==> src/hw/rtid_pkg.sv <==
// Constants for the register transfer instruction decoder
package rtid_pkg;
  localparam int          WORD_W       = 10;
  localparam int          DATA_W       = 4;
  localparam int          HIGH_PTR_W   = 2;
  localparam int          THREE_W      = 3;
  // Opcodes
  localparam logic [9:0]  OP_LOAD_ACC_FROM_LOW_PTR      = 10'h01F;
  localparam logic [9:0]  OP_LOAD_ACC_FROM_HIGH_PTR     = 10'h053;
  localparam logic [9:0]  OP_STORE_ACC_TO_AUX           = 10'h00E;
  localparam logic [9:0]  OP_STORE_ACC_TO_THREE_BIT_REG = 10'h029;
  // Reset values and cycles per instruction
  localparam logic [3:0]  ACC_RST      = 4'h0;
  localparam logic [3:0]  AUX_RST      = 4'h0;
  localparam logic [2:0]  THREE_RST    = 3'h0;
  localparam logic [1:0]  CYCLES_PER_INSTR = 2'h1;

  typedef enum logic [2:0] {
    RTID_OP_NONE  = 3'b000,
    RTID_OP_LOW   = 3'b001,
    RTID_OP_HIGH  = 3'b010,
    RTID_OP_AUX   = 3'b011,
    RTID_OP_THREE = 3'b100
  } rtid_op_t;
endpackage

==> src/hw/rtid_decode.sv <==
// Opcode classifier for the four transfer instructions
`timescale 1ns/1ps
module rtid_decode (
  // Instruction word
  input  wire logic [9:0]        instr,
  // Decoded operation
  output rtid_pkg::rtid_op_t     op
);
  always_comb
  begin
    case (instr)
      rtid_pkg::OP_LOAD_ACC_FROM_LOW_PTR:      op = rtid_pkg::RTID_OP_LOW;
      rtid_pkg::OP_LOAD_ACC_FROM_HIGH_PTR:     op = rtid_pkg::RTID_OP_HIGH;
      rtid_pkg::OP_STORE_ACC_TO_AUX:           op = rtid_pkg::RTID_OP_AUX;
      rtid_pkg::OP_STORE_ACC_TO_THREE_BIT_REG: op = rtid_pkg::RTID_OP_THREE;
      default:                                 op = rtid_pkg::RTID_OP_NONE;
    endcase
  end
endmodule

==> src/hw/rtid_core.sv <==
// Decode and execute of four register transfer instructions
//
// Function
// - The low-pointer load opcode copies all four low pointer bits into the accumulator.
// - The high-pointer load opcode puts the two high pointer bits into accumulator bits 1:0.
// - That high-pointer load clears accumulator bits 3:2.
// - The aux store opcode copies the accumulator into the aux register, accumulator kept unless acc_wr writes it in the same cycle.
// - The three-bit store opcode copies accumulator bits 2:0, ignoring bit 3.
`timescale 1ns/1ps
module rtid_core #(
  parameter int WORD_W     = rtid_pkg::WORD_W,
  parameter int DATA_W     = rtid_pkg::DATA_W,
  parameter int HIGH_PTR_W = rtid_pkg::HIGH_PTR_W,
  parameter int THREE_W    = rtid_pkg::THREE_W
) (
  // Clock and reset
  input  wire logic                  ref_clk,
  input  wire logic                  sys_rst,
  // Instruction issue
  input  wire logic [WORD_W-1:0]     instr,
  input  wire logic                  instr_valid,
  // Accumulator load from the rest of the core
  input  wire logic                  acc_wr,
  input  wire logic [DATA_W-1:0]     acc_wdata,
  // Pointer registers
  input  wire logic [DATA_W-1:0]     low_ptr,
  input  wire logic [HIGH_PTR_W-1:0] high_ptr,
  // Carry flag passes through untouched
  input  wire logic                  carry_in,
  // Architectural state
  output logic      [DATA_W-1:0]     acc,
  output logic      [DATA_W-1:0]     aux,
  output logic      [THREE_W-1:0]    three_bit_register,
  output logic                       carry_out,
  // Status
  output logic                       instr_hit,
  output logic                       skip_next
);
  rtid_pkg::rtid_op_t op;
  logic               active;
  logic [DATA_W-1:0]  acc_r;
  logic [DATA_W-1:0]  acc_nxt;
  logic [DATA_W-1:0]  aux_r;
  logic [THREE_W-1:0] three_r;

  // Opcodes and accumulator reset value are fixed ten- and four-bit constants
  if (WORD_W != rtid_pkg::WORD_W || DATA_W != rtid_pkg::DATA_W ||
      HIGH_PTR_W < 1 || HIGH_PTR_W >= DATA_W || THREE_W < 1 || THREE_W > DATA_W)
  begin
    $error("rtid_core: unsupported width parameters");
  end

  // One place for the decode questions asked by the datapath
  function automatic logic executes(input logic valid, input rtid_pkg::rtid_op_t code,
                                    input rtid_pkg::rtid_op_t want);
    return valid && (code == want);
  endfunction

  function automatic logic loads_acc(input logic valid, input rtid_pkg::rtid_op_t code);
    return executes(valid, code, rtid_pkg::RTID_OP_LOW) ||
           executes(valid, code, rtid_pkg::RTID_OP_HIGH);
  endfunction

  function automatic logic [DATA_W-1:0] zero_ext_high(input logic [HIGH_PTR_W-1:0] ptr);
    return {{(DATA_W - HIGH_PTR_W){1'b0}}, ptr};
  endfunction

  rtid_decode u_dec (
    .instr (instr),
    .op    (op)
  );

  assign active = instr_valid && (op != rtid_pkg::RTID_OP_NONE);
  // Handshake-like status, combinational on purpose
  assign instr_hit = active;
  assign skip_next = 1'b0;
  assign carry_out = carry_in;

  always_comb
  begin
    acc_nxt = acc_r;
    if (instr_valid)
    begin
      case (op)
        rtid_pkg::RTID_OP_LOW:  acc_nxt = low_ptr;
        rtid_pkg::RTID_OP_HIGH: acc_nxt = zero_ext_high(high_ptr);
        default:                acc_nxt = acc_r;
      endcase
    end
    // A transfer into the accumulator outranks an external write in the same cycle
    if (acc_wr && !loads_acc(instr_valid, op))
      acc_nxt = acc_wdata;
  end

  always_ff @(posedge ref_clk or posedge sys_rst)
  begin
    if (sys_rst)
      acc_r <= rtid_pkg::ACC_RST;
    else
      acc_r <= acc_nxt;
  end

  // Stores read acc_r, so a same-edge external write never leaks into them
  always_ff @(posedge ref_clk or posedge sys_rst)
  begin
    if (sys_rst)
      aux_r <= rtid_pkg::AUX_RST;
    else if (executes(instr_valid, op, rtid_pkg::RTID_OP_AUX))
      aux_r <= acc_r;
  end

  always_ff @(posedge ref_clk or posedge sys_rst)
  begin
    if (sys_rst)
      three_r <= THREE_W'(rtid_pkg::THREE_RST);
    else if (executes(instr_valid, op, rtid_pkg::RTID_OP_THREE))
      three_r <= acc_r[THREE_W-1:0];
  end

  assign acc                = acc_r;
  assign aux                = aux_r;
  assign three_bit_register = three_r;

  property p_low;
    @(posedge ref_clk) disable iff (sys_rst)
    (instr_valid && instr == rtid_pkg::OP_LOAD_ACC_FROM_LOW_PTR) |=> acc == $past(low_ptr);
  endproperty
  a_low: assert property (p_low) else $error("low pointer load wrong");

  property p_high;
    @(posedge ref_clk) disable iff (sys_rst)
    (instr_valid && instr == rtid_pkg::OP_LOAD_ACC_FROM_HIGH_PTR)
      |=> acc[HIGH_PTR_W-1:0] == $past(high_ptr);
  endproperty
  a_high: assert property (p_high) else $error("high pointer load wrong");

  property p_high_zero;
    @(posedge ref_clk) disable iff (sys_rst)
    (instr_valid && instr == rtid_pkg::OP_LOAD_ACC_FROM_HIGH_PTR) |=> acc[DATA_W-1:HIGH_PTR_W] == '0;
  endproperty
  a_high_zero: assert property (p_high_zero) else $error("upper bits not cleared");

  property p_aux;
    @(posedge ref_clk) disable iff (sys_rst)
    (instr_valid && instr == rtid_pkg::OP_STORE_ACC_TO_AUX && !acc_wr)
      |=> aux == $past(acc) && acc == $past(acc);
  endproperty
  a_aux: assert property (p_aux) else $error("aux store wrong");

  property p_three;
    @(posedge ref_clk) disable iff (sys_rst)
    (instr_valid && instr == rtid_pkg::OP_STORE_ACC_TO_THREE_BIT_REG)
      |=> three_bit_register == $past(acc[THREE_W-1:0]);
  endproperty
  a_three: assert property (p_three) else $error("three-bit store wrong");

  property p_aux_hold;
    @(posedge ref_clk) disable iff (sys_rst)
    !(instr_valid && instr == rtid_pkg::OP_STORE_ACC_TO_AUX) |=> $stable(aux);
  endproperty
  a_aux_hold: assert property (p_aux_hold) else $error("aux changed unexpectedly");

  property p_nskip;
    @(posedge ref_clk) disable iff (sys_rst)
    instr_hit |-> !skip_next && carry_out == carry_in;
  endproperty
  a_nskip: assert property (p_nskip) else $error("skip or carry disturbed");

  property p_three_hold;
    @(posedge ref_clk) disable iff (sys_rst)
    !(instr_valid && instr == rtid_pkg::OP_STORE_ACC_TO_THREE_BIT_REG)
      |=> $stable(three_bit_register);
  endproperty
  a_three_hold: assert property (p_three_hold) else $error("three-bit changed");

  // Decoder-independent view of which words count as one of the four transfers
  property p_hit_map;
    @(posedge ref_clk) disable iff (sys_rst)
    instr_hit == (instr_valid && (instr == rtid_pkg::OP_LOAD_ACC_FROM_LOW_PTR ||
                                  instr == rtid_pkg::OP_LOAD_ACC_FROM_HIGH_PTR ||
                                  instr == rtid_pkg::OP_STORE_ACC_TO_AUX ||
                                  instr == rtid_pkg::OP_STORE_ACC_TO_THREE_BIT_REG));
  endproperty
  a_hit_map: assert property (p_hit_map) else $error("instruction hit wrong");

  property p_acc_hold;
    @(posedge ref_clk) disable iff (sys_rst)
    !acc_wr && !(instr_valid && (instr == rtid_pkg::OP_LOAD_ACC_FROM_LOW_PTR ||
                                 instr == rtid_pkg::OP_LOAD_ACC_FROM_HIGH_PTR))
      |=> $stable(acc);
  endproperty
  a_acc_hold: assert property (p_acc_hold) else $error("accumulator changed");

  property p_store_keeps_acc;
    @(posedge ref_clk) disable iff (sys_rst)
    (instr_valid && !acc_wr && (instr == rtid_pkg::OP_STORE_ACC_TO_AUX ||
                                instr == rtid_pkg::OP_STORE_ACC_TO_THREE_BIT_REG))
      |=> acc == $past(acc);
  endproperty
  a_store_keeps_acc: assert property (p_store_keeps_acc)
    else $error("store disturbed accumulator");

  property p_ext_wr;
    @(posedge ref_clk) disable iff (sys_rst)
    acc_wr && !(instr_valid && (instr == rtid_pkg::OP_LOAD_ACC_FROM_LOW_PTR ||
                                instr == rtid_pkg::OP_LOAD_ACC_FROM_HIGH_PTR))
      |=> acc == $past(acc_wdata);
  endproperty
  a_ext_wr: assert property (p_ext_wr) else $error("external write lost");

  property p_no_skip;
    @(posedge ref_clk) disable iff (sys_rst)
    !skip_next;
  endproperty
  a_no_skip: assert property (p_no_skip) else $error("skip raised");

  property p_carry;
    @(posedge ref_clk) disable iff (sys_rst)
    carry_out == carry_in;
  endproperty
  a_carry: assert property (p_carry) else $error("carry altered");

  c_low:   cover property (@(posedge ref_clk) instr_valid && op == rtid_pkg::RTID_OP_LOW);
  c_high:  cover property (@(posedge ref_clk) instr_valid && op == rtid_pkg::RTID_OP_HIGH);
  c_aux:   cover property (@(posedge ref_clk) instr_valid && op == rtid_pkg::RTID_OP_AUX);
  c_three: cover property (@(posedge ref_clk) instr_valid && op == rtid_pkg::RTID_OP_THREE);
  c_clash: cover property (@(posedge ref_clk) instr_hit && acc_wr);
endmodule

==> config.mk <==
export PLATFORM = sky130hd
export DESIGN_NAME = rtid_core
export DESIGN_NICKNAME = d
export VERILOG_FILES = /design/src/hw/rtid_pkg.sv /design/src/hw/rtid_decode.sv /design/src/hw/rtid_core.sv
export SDC_FILE = /design/constraint.sdc
export NUM_CORES = 1
export LEC_CHECK = 0
export BUFFER_PORTS_ARGS = -buffer_cell sky130_fd_sc_hd__buf_4
export CELL_PAD_IN_SITES_DETAIL_PLACEMENT = 1
export CELL_PAD_IN_SITES_GLOBAL_PLACEMENT = 1
export CORE_MARGIN = 3
export CORE_UTILIZATION = 31
export DETAILED_ROUTE_END_ITERATION = 10
export GPL_ROUTABILITY_DRIVEN = 0
export HOLD_SLACK_MARGIN = 0.02
export MAX_ROUTING_LAYER = met4
export PLACE_DENSITY = 0.91
export SYNTH_ARGS = -nofsm -noshare
export SYNTH_HDL_FRONTEND = slang
export SYNTH_SLANG_ARGS = --single-unit
export TNS_END_PERCENT = 20
==> constraint.sdc <==
create_clock -name ref_clk -period 3.5 [get_ports ref_clk]
set_input_delay 0.35 -clock ref_clk [delete_from_list [all_inputs] [get_ports ref_clk]]
set_output_delay 0.35 -clock ref_clk [all_outputs]
set_load 0.01 [all_outputs]
==> impl_results.md, run 1 <==
- Status: finished, final reports clean
- WP data arrival: 1.71 ns
- FF-to-FF setup slack: 2.48 ns
- Hold slack: 0.0759 ns
- Via count: 551
- Number of antenna diodes: 0
- Placeable Area: 1760 µm²
- First-pass GRT wire length: 2960 µm
- Clk_lat worst skew: 0.27 ns
- Final Cell Area: 901 µm²
- Vias in the first global route: 593
- Post-CTS Hold Fix Bufs: 0
- Final hold vios: 0
- Die width: 49.8 µm
- Area Overhead vs Synth: 51.3%
- Clk sinks: 11
- Fmax: 485 MHz
- PostCTS Resize Cnt: 0
- CP max stage delay: 0.42 ns
- Io pins: 39
- Largest net degree at the start of global routing: 12
- Fin. max-slew vios: 0
- Nets: 113
- Yosys reg bits: 11
- Post-Route WL: 1790 µm
- R2R Path Start: acc[2]$_DFFE_PP0P_
- Die Span Y: 49.8 µm
- 1st-iter DRT viols: 3
- Fin Clk Skew: 0.00254 ns
- Reg2reg path depth: 2
- CTS tree: yes
- Setup tns final: 0 ns
- DP Area: 875 µm²
- Clock buffer count from CTS: 3
- Antenna violations before repair: 0
- Area of the multi-input gates: 302 µm²
- Final setup vio count: 0
- Wire per inst: 16.0 µm
- Max rail drop VDD: 0.000136 V
- Number of fill cells: 220
- PwrDens: 311 nW/µm²
- Syn_area_per_cell: 11.9 µm²
- Clk slew on worst S/H paths: 0.07 ns
- Critical path class: in -> out
- CP required: 3.15 ns
- DR pass1 iterations: 4
- Distinct cells, synth: 22
- ANT nets after route: 0
- H-tree Lvls: 1
- CP dominant cell by count: buf_4
- Worst-Margin Slew: 0.543 ns
- Post-CTS Setup Inserts: 0
- Setup crit start kind: primary input
- Post-Synthesis Cells: 50
- Leak Pwr: 0.459 nW
- Row Count: 15
- Initial Utilization: 0.338
- R2r endpoint: acc[2]$_DFFE_PP0P_
- I/O Buffers: 35
- Worst setup startpoint: instr[7]
- Slowest cell on crit path: a211o_2
- Max-cap viol count: 0
- Crit path cell chain: buf_4 > nor4_1 > nand3b_1 > a211o_2 > nand3_1 > buf_4
- CP Max Fanout: 5
- Synth warnings: 0
- CTS Buffer Depth: 2
- Drt drc: 0
- Unrepaired setup endpoints after global routing: no
- Share of flip-flops with an asynchronous set or reset: 1.00
- Syn Nets: 75
- Worst hold path type: in -> async
- Post-synth EDFFs: 0
- CP endpoint kind: output pin
- Full die area: 2480 µm²
- Min Tclk post-route: 2.06 ns
- Synth Flop Type: dfrtp_1
- Total track usage: 0.170
- Fin crit share: 0.589
- Storage cell area: 275 µm²
- Via-to-Cell Ratio: 4.92
- Mapped cell area: 596 µm²
- Congestion Overflow GR: 0
- Slew HR: 0.634
- Share of cells above drive strength 1: 0.598
- Sequential share of the synthesized area: 0.462
- CTS Root Cell: clkbuf_4
-- synth_stat cells, types with 2 or more instances --
library cell	n	area share
a22oi_1	2	0.025
a32o_1	2	0.034
buf_4	2	0.025
dfrtp_1	11	0.46
mux2_2	7	0.13
mux2_4	2	0.050
mux2i_1	2	0.034
nand2_1	2	0.013
nand2b_1	3	0.032
nand3_1	2	0.017
nor4_1	3	0.032
o22ai_1	2	0.021
-- cell type report --
cell class,count,share of cell area
tap,25,0.0347
multi-input combinational,36,0.335
sequential,11,0.306
clock buffer,4,0.0292
timing repair buffer,35,0.292
inverter,1,0.00417
-- power by group --
part | internal [W] | total, W | switching (W)
registers | 0.000133 | 0.000138 | 0.00000508
logic | 0.0000332 | 0.0000562 | 0.0000230
clock network | 0.0000441 | 0.0000857 | 0.0000416
total | 0.000210 | 0.000280 | 0.0000697
-- registers in the layout (all words and copies together), names as in the netlist --
signal              cells
three_bit_register      3
acc                     4
aux                     4
-- metal layers --
| metal | share of wire | up-vias | GRT usage |
|---|---|---|---|
| met4 | 0.018 | 0 | 0.0691 |
| met2 | 0.50 | 29 | 0.264 |
| met1 | 0.40 | 256 | 0.200 |
| met3 | 0.077 | 4 | 0.0574 |
| li1 | - | 262 | - |
| met5 | 0 | - | - |
-- worst max-delay path: cells and delay by family --
| family | cells | cell delay, ns |
|---|---|---|
| and+or+nand+nor | 3 | 0.69 |
| AOI/OAI and AO/OA | 1 | 0.42 |
| buffers and inverters | 2 | 0.23 |
-- how the worst max path moves through the flow --
stage / endpoint / slack, ns / depth (start not counted)
after floorplan: instr_hit / 1.83 / 4
after global placement: instr_hit / 1.53 / 6
after detailed placement: instr_hit / 1.46 / 6
after CTS: instr_hit / 1.45 / 6
after global routing: instr_hit / 1.33 / 6
final: instr_hit / 1.44 / 6
-- layout by cell type, fill, tap and decap left out, types with 2 or more instances in the layout --
master     n
a32o_1     2
nand2_1    2
nand2b_1   3
a22oi_1    2
nand3_1    2
o22ai_1    2
dfrtp_1   11
mux2_2     7
clkbuf_4   3
nor4_1     3
buf_4     35
mux2i_1    2
mux2_4     2
-- cell families (layout without fill, tap and decap cells) --
kind of cell,after synthesis,count (layout),synth area share
DFF,11,11,0.462
buffers and inverters,3,40,0.0315
other,1,1,0.00630
and+or+nand+nor,17,17,0.187
AOI/OAI and AO/OA,7,7,0.0966
muxes,11,11,0.216
-- per-stage QoR --
step,util,cells,total power [W],setup WS (ns)
2_1_floorplan,-,50,0.000161,1.83
3_3_place_gp,0.496,108,0.000195,1.53
3_5_place_dp,0.496,108,0.000197,1.46
4_1_cts,0.511,112,0.000284,1.45
5_1_grt,0.511,112,0.000297,1.33
6_report,0.511,112,0.000280,1.44
Note: power is estimated with default switching activity, not from simulation.
==> run 2, diff against run 1 <==
- CORE_UTILIZATION: 31 -> 26
- PLACE_DENSITY: 0.91 -> 0.82
- clock period: 3.5 -> 1.8 ns (I/O delays scaled with it)
==> run 2 against run 1 <==
Compared with the run above:
- die area grew 17%
- global-route usage shrank 2.8 points
- non-clock buffer count grew 2
- largest power group unchanged
- hold slack gained 0.095 ns
- first-iteration DRC count grew to 2.7 times the previous value
- count of clock-buffer cells in the layout is the same
- critical path depth is the same
- core utilization shrank 6.1 points
- power grew 95%
- critical endpoint unchanged
- combinational power grew 98%
- register-to-register slack lost 1.7 ns
- cell count grew 3.6%
==> impl_results.md, run 2 (same netlist as run 1, synthesis figures left out) <==
- CP Max Fanout: 5 (unchanged)
- Largest net degree at the start of global routing: 12 (unchanged)
- Leak Pwr: 0.469 nW (+2.2%)
- Final hold vios: 0 (unchanged)
- Critical path class: in -> out
- Number of fill cells: 250 (+14%)
- I/O Buffers: 35 (unchanged)
- Max-cap viol count: 0 (unchanged)
- DR pass1 iterations: 4 (unchanged)
- Crit path cell chain: buf_4 > nor4_2 > nand3b_1 > a211o_2 > nand3_1 > buf_4
- Die Span Y: 53.9 µm (+8.1%)
- Nets: 115 (+1.8%)
- Full die area: 2900 µm² (+17%)
- CP dominant cell by count: buf_4
- Commonest non-fill, non-tap cell in the layout: buf_4
- Status: finished, final reports clean
- Number of antenna diodes: 0 (unchanged)
- Io pins: 39 (unchanged)
- CP required: 1.62 ns (-1.53 ns)
- Congestion Overflow GR: 0 (unchanged)
- Clk slew on worst S/H paths: 0.06 ns (about the same)
- Placeable Area: 2060 µm² (+17%)
- CTS Buffer Depth: 2 (unchanged)
- Clock buffer count from CTS: 3 (unchanged)
- Setup crit start kind: primary input
- Design Power: 0.000546 W (+95%)
- Drt drc: 0 (unchanged)
- Min Tclk post-route: 1.64 ns
- CTS Root Cell: clkbuf_4
- Clk sinks: 11 (unchanged)
- Via count: 549 (-0.36%)
- Max rail drop VDD: 0.000362 V (+170%)
- Fin. max-slew vios: 0 (unchanged)
- PwrDens: 589 nW/µm² (+90%)
- Most frequent cells in the layout: buf_4 (36), dfrtp_1 (11), mux2_2 (7)
- Fin Clk Skew: 0.00463 ns (+0.00209 ns)
- Vias in the first global route: 624 (+5.2%)
- Unrepaired setup endpoints after global routing: no
- Worst setup startpoint: instr[7]
- Antenna violations before repair: 0 (unchanged)
- Initial Utilization: 0.289 (-0.0488)
- Post-Route WL: 1740 µm (-2.7%)
- Wire per inst: 15.0 µm (-6.1%)
- Fin crit share: 0.913
- Row Count: 16 (+1)
- Area Overhead vs Synth: 55.7%
- First-pass GRT wire length: 2750 µm (-7.0%)
- Storage cell area: 275 µm² (unchanged)
- Post-CTS Setup Inserts: 0 (unchanged)
- Clk_lat worst skew: 0.27 ns (about the same)
- Post-Place Cells: 111 (+2.8%)
- Final setup vio count: 0 (unchanged)
- Worst hold path type: in -> reg
- Total track usage: 0.141 (-0.0283)
- Area of the multi-input gates: 308 µm² (+2.1%)
- CP max stage delay: 0.41 ns (about the same)
- H-tree Lvls: 1 (unchanged)
- Share of cells above drive strength 1: 0.607 (+0.00904)
- Via-to-Cell Ratio: 4.73 (-3.8%)
- WP data arrival: 1.46 ns (-0.25 ns)
- Fmax: 609 MHz
- 1st-iter DRT viols: 8 (+5)
- Post-DP HPWL: 1520 µm
- Post-Layout Cell Count: 116 (+3.6%)
- CP endpoint kind: output pin
- Hold wc startpoint: low_ptr[3]
- R2R Path Start: acc[2]$_DFFE_PP0P_
- Setup tns final: 0 ns (unchanged)
- CTS tree: yes
- Die width: 53.9 µm (+8.1%)
- Slowest cell on crit path: a211o_2
- ANT nets after route: 0 (unchanged)
[run 2: changes by cell type in the layout (fill, tap and decap cells not counted)]
cell,before,now
buf_4,35,36
nor4_2,0,1
nor4_1,3,2
dlygate4sd3_1,0,1
[run 2: path summary, 6_finish.rpt]
kind,to,slack (ns),cells past startpoint
worst max register to register,acc[2]$_DFFE_PP0P_,0.80,2
min in group asynchronous,three_bit_register[2]$_DFFE_PP0P_,0.46,3
worst min register to register,aux[3]$_DFFE_PP0P_,0.51,1
worst min-delay path,acc[3]$_DFFE_PP0P_,0.17,2
max in group asynchronous,acc[3]$_DFFE_PP0P_,1.05,3
worst max-delay path,instr_hit,0.16,6
[run 2: where the power goes]
part | switching [W] | total, W | internal [W]
clock | 0.0000809 | 0.000167 | 0.0000858
combinational | 0.0000447 | 0.000111 | 0.0000663
sequential | 0.0000101 | 0.000269 | 0.000259
[run 2: through the flow]
| stage | setup slack, ns | util | hold WS, ns | area [µm²] |
|---|---|---|---|---|
| after global placement | 0.178 | 0.429 | 0.190 | 885 |
| after global routing | 0.0749 | 0.450 | 0.149 | 927 |
| after CTS | 0.0205 | 0.447 | 0.165 | 921 |
| after floorplan | 0.364 | - | 0.0324 | 596 |
| after detailed placement | 0.0252 | 0.429 | 0.196 | 885 |
| final | 0.157 | 0.450 | 0.171 | 927 |
[run 2: repair_timing]
action                                  CTS  global route
endpoints found under the setup margin    0             1
hold endpoints to repair                 11             0
hold buffers                              1             0
gates resized for setup                   0             1
[run 2: layer usage]
metal / vias up / global-route usage / part of all wire
met5: - / - / 0
met4: 0 / 0.0426 / 0
met3: 0 / 0.0582 / 0.085
met2: 24 / 0.252 / 0.52
met1: 259 / 0.138 / 0.39
li1: 266 / - / -
[run 2: cell type report]
type	instances	area share
clock buffer	4	0.0283
inverter	1	0.00405
multi-input combinational	36	0.332
sequential	11	0.297
tap	27	0.0364
timing repair buffer	37	0.302
[run 2: critical path: cells and delay by family]
kind,cells,cell delay (ns)
AOI/OAI and AO/OA,1,0.41
and+or+nand+nor,3,0.63
buffers and inverters,2,0.24
